File: config.mk
export PLATFORM = sky130hd
export DESIGN_NAME = mtf_front_end
export DESIGN_NICKNAME = d
export VERILOG_FILES = /design/src/rtl/mtf_pkg.sv /design/src/rtl/mtf_fc_decode.sv /design/src/rtl/mtf_front_end.sv
export SDC_FILE = /design/constraint.sdc
export NUM_CORES = 2
export LEC_CHECK = 0
export BUFFER_PORTS_ARGS = -buffer_cell sky130_fd_sc_hd__buf_2
export CAP_MARGIN = 20
export CORE_ASPECT_RATIO = 2
export CORE_MARGIN = 5
export CORE_UTILIZATION = 50
export CTS_CLUSTER_DIAMETER = 120
export CTS_CLUSTER_SIZE = 16
export DETAILED_ROUTE_END_ITERATION = 8
export PLACE_DENSITY = 0.71
export SLEW_MARGIN = 20
export SYNTH_ARGS = -nofsm -noshare
export SYNTH_HDL_FRONTEND = slang
export SYNTH_SLANG_ARGS = --single-unit
File: constraint.sdc
create_clock -name ref_clk -period 4.39 [get_ports ref_clk]
set_input_delay 0 -clock ref_clk [delete_from_list [all_inputs] [get_ports ref_clk]]
set_output_delay 0 -clock ref_clk [all_outputs]
set_load 0.01 [all_outputs]
File: src/rtl/mtf_pkg.sv
// Package: constants of the request front end
package mtf_pkg;
    // ------------------------------------------------------------------
    // Connection and header
    // ------------------------------------------------------------------
    localparam logic [15:0] MTF_SERVER_PORT = 16'h01f6;
    localparam logic [3:0] MTF_HDR_BYTES = 4'h7;
    localparam logic [15:0] MTF_PROTO_ID = 16'h0000;
    localparam logic [7:0] MTF_UNIT_ID = 8'h00;
    localparam logic [15:0] MTF_LEN_MIN = 16'h0002;
    localparam logic [15:0] MTF_LEN_MAX = 16'h00fe;
    localparam int MTF_BUF_DEPTH = 256;
    // ------------------------------------------------------------------
    // Function, subfunction and exception codes
    // ------------------------------------------------------------------
    localparam logic [7:0] MTF_FC_RD_HOLD = 8'h03;
    localparam logic [7:0] MTF_FC_RD_INPUT = 8'h04;
    localparam logic [7:0] MTF_FC_WR_SINGLE = 8'h06;
    localparam logic [7:0] MTF_FC_WR_MULTI = 8'h10;
    localparam logic [7:0] MTF_FC_RD_WR = 8'h17;
    localparam logic [7:0] MTF_FC_ENCAP = 8'h2b;
    localparam logic [7:0] MTF_FC_DICT = 8'h65;
    localparam logic [7:0] MTF_FC_RECORD = 8'h66;
    localparam logic [7:0] MTF_SUB_ENCAP = 8'h0d;
    localparam logic [7:0] MTF_SUB_START = 8'h55;
    localparam logic [7:0] MTF_SUB_NEXT = 8'haa;
    localparam logic [7:0] MTF_EXC_FLAG = 8'h80;
    localparam logic [7:0] MTF_EXC_ILLEGAL_FC = 8'h01;
    localparam logic [15:0] MTF_EXC_LEN = 16'h0003;
    // ------------------------------------------------------------------
    // Dispatch kinds seen by the back end
    // ------------------------------------------------------------------
    localparam logic [2:0] MTF_OP_REG = 3'h0;
    localparam logic [2:0] MTF_OP_ENCAP = 3'h1;
    localparam logic [2:0] MTF_OP_START = 3'h2;
    localparam logic [2:0] MTF_OP_NEXT = 3'h3;
endpackage
File: src/rtl/mtf_fc_decode.sv
// Function code classifier of the request front end
`timescale 1ns/10ps
module mtf_fc_decode
    import mtf_pkg::*;
(
    input wire logic [7:0] fc,
    input wire logic [7:0] sub,
    output logic supported,
    output logic little_end,
    output logic [2:0] op
);
    // ------------------------------------------------------------------
    // Classification
    // ------------------------------------------------------------------
    // Pure combinational; the parent registers its results
    always_comb begin
        supported = 1'b0;
        little_end = 1'b0;
        op = MTF_OP_REG;
        case (fc)
            MTF_FC_RD_HOLD, MTF_FC_RD_INPUT, MTF_FC_WR_SINGLE,
            MTF_FC_WR_MULTI, MTF_FC_RD_WR: begin
                supported = 1'b1;
            end
            MTF_FC_ENCAP: begin
                supported = (sub == MTF_SUB_ENCAP);
                little_end = 1'b1;
                op = MTF_OP_ENCAP;
            end
            MTF_FC_DICT, MTF_FC_RECORD: begin
                little_end = 1'b1;
                if (sub == MTF_SUB_START) begin
                    supported = 1'b1;
                    op = MTF_OP_START;
                end else if (sub == MTF_SUB_NEXT) begin
                    supported = 1'b1;
                    op = MTF_OP_NEXT;
                end
            end
            default: begin
                supported = 1'b0;
            end
        endcase
    end
endmodule // mtf_fc_decode

File: src/rtl/mtf_front_end.sv
// Request front end: header check, dispatch and response header build
`timescale 1ns/10ps
module mtf_front_end
    import mtf_pkg::*;
(
    input wire logic ref_clk,
    input wire logic rst_n,
    // Stream from the TCP stack
    input wire logic conn_open,
    input wire logic [15:0] conn_port,
    input wire logic rx_valid,
    input wire logic [7:0] rx_byte,
    input wire logic rx_last,
    // Back end request
    output logic req_valid,
    output logic [7:0] req_fc,
    output logic [2:0] req_op,
    output logic req_little_end,
    output logic [7:0] req_len,
    output logic [7:0] req_rd_addr,
    output logic [7:0] req_rd_data,
    input wire logic req_done,
    input wire logic req_fail,
    input wire logic [7:0] req_exc_code,
    input wire logic [15:0] resp_pdu_len,
    // Response header stream toward the stack
    output logic tx_valid,
    output logic [7:0] tx_byte,
    output logic tx_last,
    output logic tx_hdr_end,
    input wire logic tx_ready,
    output logic conn_accept,
    output logic frame_dropped
);
    typedef enum {S_HDR, S_BODY, S_DISCARD, S_DISPATCH, S_WAIT, S_TX} mtf_state_e;
    mtf_state_e state_reg;
    logic [2:0] hdr_cnt_reg;
    logic [15:0] tid_reg, pid_reg, len_reg;
    logic [7:0] unit_reg;
    logic [15:0] body_cnt_reg;
    logic [7:0] sub_reg;
    logic [7:0] pdu_mem [MTF_BUF_DEPTH];
    logic [7:0] tx_fc_reg, tx_exc_reg;
    logic tx_is_exc_reg;
    logic [15:0] tx_len_reg;
    logic [3:0] tx_idx_reg;
    logic dec_sup, dec_le;
    logic [2:0] dec_op;
    logic port_ok;
    logic [15:0] body_next;

    mtf_fc_decode u_dec (
        .fc(pdu_mem[0]),
        .sub(sub_reg),
        .supported(dec_sup),
        .little_end(dec_le),
        .op(dec_op)
    );

    // ------------------------------------------------------------------
    // Connection gate
    // ------------------------------------------------------------------
    assign port_ok = conn_open && (conn_port == MTF_SERVER_PORT);
    assign body_next = body_cnt_reg + 16'h0001;

    // Only one session: the stack presents a single connection; flag it
    always_ff @(posedge ref_clk or negedge rst_n) begin
        if (!rst_n) begin
            conn_accept <= 1'b0;
        end else begin
            conn_accept <= port_ok;
        end
    end

    // ------------------------------------------------------------------
    // Receive: header capture, body store, checks
    // ------------------------------------------------------------------
    // No checksum bytes are expected after the body
    always_ff @(posedge ref_clk or negedge rst_n) begin
        if (!rst_n) begin
            state_reg <= S_HDR;
            hdr_cnt_reg <= 3'h0;
            tid_reg <= 16'h0000;
            pid_reg <= 16'h0000;
            len_reg <= 16'h0000;
            unit_reg <= 8'h00;
            body_cnt_reg <= 16'h0000;
            sub_reg <= 8'h00;
            frame_dropped <= 1'b0;
            req_valid <= 1'b0;
            req_fc <= 8'h00;
            req_op <= MTF_OP_REG;
            req_little_end <= 1'b0;
            req_len <= 8'h00;
            tx_fc_reg <= 8'h00;
            tx_exc_reg <= 8'h00;
            tx_is_exc_reg <= 1'b0;
            tx_len_reg <= 16'h0000;
        end else begin
            frame_dropped <= 1'b0;
            case (state_reg)
                S_HDR: begin
                    if (rx_valid && port_ok) begin
                        // Big-endian header fields
                        case (hdr_cnt_reg)
                            3'h0: tid_reg[15:8] <= rx_byte;
                            3'h1: tid_reg[7:0] <= rx_byte;
                            3'h2: pid_reg[15:8] <= rx_byte;
                            3'h3: pid_reg[7:0] <= rx_byte;
                            3'h4: len_reg[15:8] <= rx_byte;
                            3'h5: len_reg[7:0] <= rx_byte;
                            default: unit_reg <= rx_byte;
                        endcase
                        body_cnt_reg <= 16'h0000;
                        if (rx_last) begin
                            hdr_cnt_reg <= 3'h0;
                            frame_dropped <= 1'b1;
                        end else if (hdr_cnt_reg == 3'(MTF_HDR_BYTES - 4'h1)) begin
                            hdr_cnt_reg <= 3'h0;
                            // Length must also fit the body store
                            if (pid_reg != MTF_PROTO_ID || len_reg < MTF_LEN_MIN ||
                                len_reg > MTF_LEN_MAX) begin
                                state_reg <= S_DISCARD;
                            end else begin
                                state_reg <= S_BODY;
                            end
                        end else begin
                            hdr_cnt_reg <= hdr_cnt_reg + 3'h1;
                        end
                    end
                end
                S_BODY: begin
                    if (rx_valid) begin
                        body_cnt_reg <= body_next;
                        if (body_cnt_reg == 16'h0001) begin
                            sub_reg <= rx_byte;
                        end
                        if (rx_last) begin
                            // Length counts unit id plus fc and data
                            if (body_next + 16'h0001 != len_reg) begin
                                frame_dropped <= 1'b1;
                                state_reg <= S_HDR;
                            end else if (unit_reg != MTF_UNIT_ID) begin
                                frame_dropped <= 1'b1;
                                state_reg <= S_HDR;
                            end else begin
                                state_reg <= S_DISPATCH;
                            end
                        end
                    end
                end
                S_DISCARD: begin
                    if (rx_valid && rx_last) begin
                        frame_dropped <= 1'b1;
                        state_reg <= S_HDR;
                    end
                end
                S_DISPATCH: begin
                    tx_fc_reg <= pdu_mem[0];
                    if (!dec_sup) begin
                        tx_is_exc_reg <= 1'b1;
                        tx_exc_reg <= MTF_EXC_ILLEGAL_FC;
                        tx_len_reg <= MTF_EXC_LEN;
                        state_reg <= S_TX;
                    end else begin
                        req_valid <= 1'b1;
                        req_fc <= pdu_mem[0];
                        req_op <= dec_op;
                        req_little_end <= dec_le;
                        req_len <= body_cnt_reg[7:0];
                        state_reg <= S_WAIT;
                    end
                end
                S_WAIT: begin
                    if (req_done) begin
                        req_valid <= 1'b0;
                        tx_is_exc_reg <= req_fail;
                        tx_exc_reg <= req_exc_code;
                        // Length: unit id plus the back end's PDU
                        tx_len_reg <= req_fail ? MTF_EXC_LEN : resp_pdu_len + 16'h0001;
                        state_reg <= S_TX;
                    end
                end
                S_TX: begin
                    if (tx_ready && tx_valid && tx_last) begin
                        tx_is_exc_reg <= 1'b0;
                        state_reg <= S_HDR;
                    end
                end
                default: state_reg <= S_HDR;
            endcase
        end
    end

    // ------------------------------------------------------------------
    // Body store; the back end reads payload bytes by index
    // ------------------------------------------------------------------
    // Memory left without reset to keep it a plain RAM
    always_ff @(posedge ref_clk) begin
        if (state_reg == S_BODY && rx_valid) begin
            pdu_mem[body_cnt_reg[7:0]] <= rx_byte;
        end
    end

    always_ff @(posedge ref_clk or negedge rst_n) begin
        if (!rst_n) begin
            req_rd_data <= 8'h00;
        end else begin
            req_rd_data <= pdu_mem[req_rd_addr];
        end
    end

    // ------------------------------------------------------------------
    // Transmit: response header, then fc (and exception code)
    // ------------------------------------------------------------------
    // Normal answers: header plus fc byte, back end streams the rest
    always_ff @(posedge ref_clk or negedge rst_n) begin
        if (!rst_n) begin
            tx_valid <= 1'b0;
            tx_byte <= 8'h00;
            tx_last <= 1'b0;
            tx_hdr_end <= 1'b0;
            tx_idx_reg <= 4'h0;
        end else if (state_reg != S_TX) begin
            tx_valid <= 1'b0;
            tx_last <= 1'b0;
            tx_hdr_end <= 1'b0;
            tx_idx_reg <= 4'h0;
        end else if (!tx_valid || tx_ready) begin
            if (tx_valid && tx_last) begin
                tx_valid <= 1'b0;
                tx_last <= 1'b0;
                tx_hdr_end <= 1'b0;
            end else begin
                tx_valid <= 1'b1;
                tx_idx_reg <= tx_idx_reg + 4'h1;
                tx_hdr_end <= 1'b0;
                tx_last <= 1'b0;
                case (tx_idx_reg)
                    4'h0: tx_byte <= tid_reg[15:8];
                    4'h1: tx_byte <= tid_reg[7:0];
                    4'h2: tx_byte <= MTF_PROTO_ID[15:8];
                    4'h3: tx_byte <= MTF_PROTO_ID[7:0];
                    4'h4: tx_byte <= tx_len_reg[15:8];
                    4'h5: tx_byte <= tx_len_reg[7:0];
                    4'h6: tx_byte <= MTF_UNIT_ID;
                    4'h7: begin
                        // Error code is fc with top bit set
                        tx_byte <= tx_is_exc_reg ? (tx_fc_reg | MTF_EXC_FLAG) : tx_fc_reg;
                        tx_hdr_end <= !tx_is_exc_reg;
                        tx_last <= !tx_is_exc_reg;
                    end
                    default: begin
                        tx_byte <= tx_exc_reg;
                        tx_last <= 1'b1;
                    end
                endcase
            end
        end
    end

    // Back end index is driven from its own counter; expose as flop
    always_ff @(posedge ref_clk or negedge rst_n) begin
        if (!rst_n) begin
            req_rd_addr <= 8'h00;
        end else if (state_reg == S_DISPATCH) begin
            req_rd_addr <= 8'h01;
        end else if (state_reg == S_WAIT && req_rd_addr < req_len) begin
            req_rd_addr <= req_rd_addr + 8'h01;
        end
    end
endmodule // mtf_front_end

==> results.json <==
{
  "crit_fanout": 26,
  "firstDrtPassIters": 7,
  "synth_edf_count": 2048,
  "holdWs_ps": 79.0,
  "die_w_um": 306,
  "synthSimpleGateAreaFrac": 0.0326,
  "p_total_mw": 44.4,
  "async_flop_share": 0.0775,
  "synthXorXnorAreaFrac": 0.00537,
  "grt_pass1_vias": 45100,
  "final_cell_mix": "edfxtp_1, mux4_2, nor2_1",
  "track_usage": 0.236,
  "synth_top_family_by_area": "multiplexers",
  "fin_setup_tns_ps": 0,
  "synth.distinct_cells": 73,
  "cts_buffer_depth": 4,
  "area_delta_synth_final_pct": 11.4,
  "final_common_cell": "edfxtp_1",
  "largest_register_ffs": 2048,
  "p_leak_nw": 30.3,
  "drv_slew": 0,
  "cts_buffers": 164,
  "dp.cells": 6523,
  "clock_skew_ps": 42.5,
  "ant_nets": 0,
  "power_density_nw_per_um2": 454,
  "synth_compound_area_frac": 0.0127,
  "yosys.area_share.adder": 0.00271,
  "drt_iter0_drc": 4727,
  "worst_pin_slew_ps": 1160,
  "io_pins": 106,
  "synthMuxAreaShare": 0.185,
  "synthCells": 4125,
  "drt-total-wl_mm": 218,
  "ys_seq_elements": 2220,
  "fin_cells": 6820,
  "drc_errors": 0,
  "crit_path_start_kind": "register",
  "gp_congestion": 0.875,
  "dpl_cell_area_sq_um": 92500,
  "dominantRegCellSynth": "edfxtp_1",
  "grt_pass1_wl_mm": 318,
  "dieArea_sq_um": 185000,
  "vias": 42700,
  "holdCritPathClass": "in2reg",
  "antenna_found_initial": 4,
  "synth_nets": 4200,
  "arrival_ps": 4780,
  "r2r_start": "req_rd_addr[0]",
  "worstSetupPathType": "reg2reg",
  "ys_warn_count": 0,
  "grt_overflow": 0,
  "fin_crit_ps": 4140,
  "status": "complete, no violations",
  "dp_hpwl_mm": 141,
  "syn-cell-area_sq_um": 87800,
  "core_area_sq_um": 175000,
  "setup-violations-final": 0,
  "avgSynthCellArea_sq_um": 21.3,
  "worstHoldStart": "rx_last",
  "drive_gt1_frac": 0.287,
  "crit_start": "req_rd_addr[0]",
  "numPortBuffers": 104,
  "endpoint_kind": "register",
  "viasPerCell": 6.26,
  "finalInstanceArea_sq_um": 97800,
  "die_h_um": 602,
  "fmax_mhz": 242,
  "cts_tree": "built",
  "relSlewSlack": 0.226,
  "clock-sinks": 2220,
  "ys_seq_area_frac": 0.750,
  "peakVddDrop_mv": 0.385,
  "rsz0062_at_grt": "false",
  "root_buffer": "clkbuf_16",
  "rows": 217,
  "hold_violations": 0,
  "cts.clk_slew.worst_paths_ps": 70,
  "fillCellCount": 12500,
  "max_cap_violations": 0,
  "cp.required_ps": 5040,
  "fin_nets": 4561,
  "h-tree-depth": 4,
  "grt_max_degree": 142,
  "avgRoutedWirePerCell_um": 31.9,
  "start_util": 0.503,
  "clock_latency_ps": 810,
  "finalCritPeriodShare": 0.943
}
[through the flow]
stage | utilization | setup WS [ps]
final | 0.560 | 252
after global routing | 0.560 | 212
after CTS | 0.560 | 186
after detailed placement | 0.530 | 188
after global placement | 0.530 | 123
after floorplan | - | 1420
[cells in the mapped netlist, drive strengths merged, types with 18 or more instances]
cell / n / area, sq um
edfxtp: 2048 / 61500
buf: 89 / 449
a21oi: 28 / 140
dfrtp: 172 / 4300
mux2: 80 / 901
nand2: 160 / 601
nor4: 20 / 174
nor2: 309 / 1160
a22oi: 18 / 135
inv: 22 / 82.6
o21ai: 64 / 320
xnor2: 26 / 228
xor2: 27 / 244
clkbuf: 145 / 544
ha: 19 / 238
nand3: 37 / 203
mux4: 672 / 15100
[power by group]
| part | total, mW | switching [mW] | internal (mW) | leakage [nW] |
|---|---|---|---|---|
| Sequential | 23.6 | 0.270 | 23.3 | 20.7 |
| Clock | 13.6 | 6.75 | 6.89 | 2.12 |
| Combinational | 7.22 | 3.46 | 3.77 | 7.52 |
[cell families after synthesis]
logic type / count (synthesis)
compound gates: 175
fa+ha+maj: 19
mux: 768
simple gates: 633
xor+xnor: 53
other cells: 1
buf+inv: 256
flops: 2220
[what timing repair did]
item                       CTS  global route
resized for setup            0             0
hold buffers                96             0
hold endpoints to repair  1110             0
buffers inserted             0             0
[cell type report]
cell class / instances / area (sq um) / area share
clock inverter: 4 / 56.3 / 0.000576
inverter: 22 / 82.6 / 0.000844
timing repair buffer: 429 / 3740 / 0.0383
multi-input combinational: 1649 / 20900 / 0.214
antenna: 3 / 7.51 / 0.0000768
sequential: 2220 / 65800 / 0.673
tap: 2299 / 2880 / 0.0294
clock buffer: 194 / 4280 / 0.0438
[critical path, stage by stage, from the launching register on]
cell,delay (ps)
dfrtp_4,710
buf_4,360
buf_12,270
mux4_2,610
mux4_2,530
mux4_2,550
a22oi_1,800
nand2_1,120
[path summary, 6_finish.rpt]
check,end,slack (ps),depth (start not counted)
setup reg to reg,req_rd_data[3],250,7
hold reg to reg,req_fc[7],480,1
min in group asynchronous,tx_exc_reg[5],330,4
hold / removal,frame_dropped,80,4
setup / recovery,req_rd_data[3],250,7
max in group asynchronous,unit_reg[4],3450,4
[metal layers]
layer / routed length (um) / share of wire / vias up / global-route usage
met1: 69100 / 0.32 / 22800 / 0.260
met4: 14000 / 0.064 / 0 / 0.124
met2: 122000 / 0.56 / 1805 / 0.443
met5: 0 / 0 / - / 0
met3: 12300 / 0.057 / 475 / 0.0277
li1: - / - / 17600 / -
(Power assumes the default switching activity.)
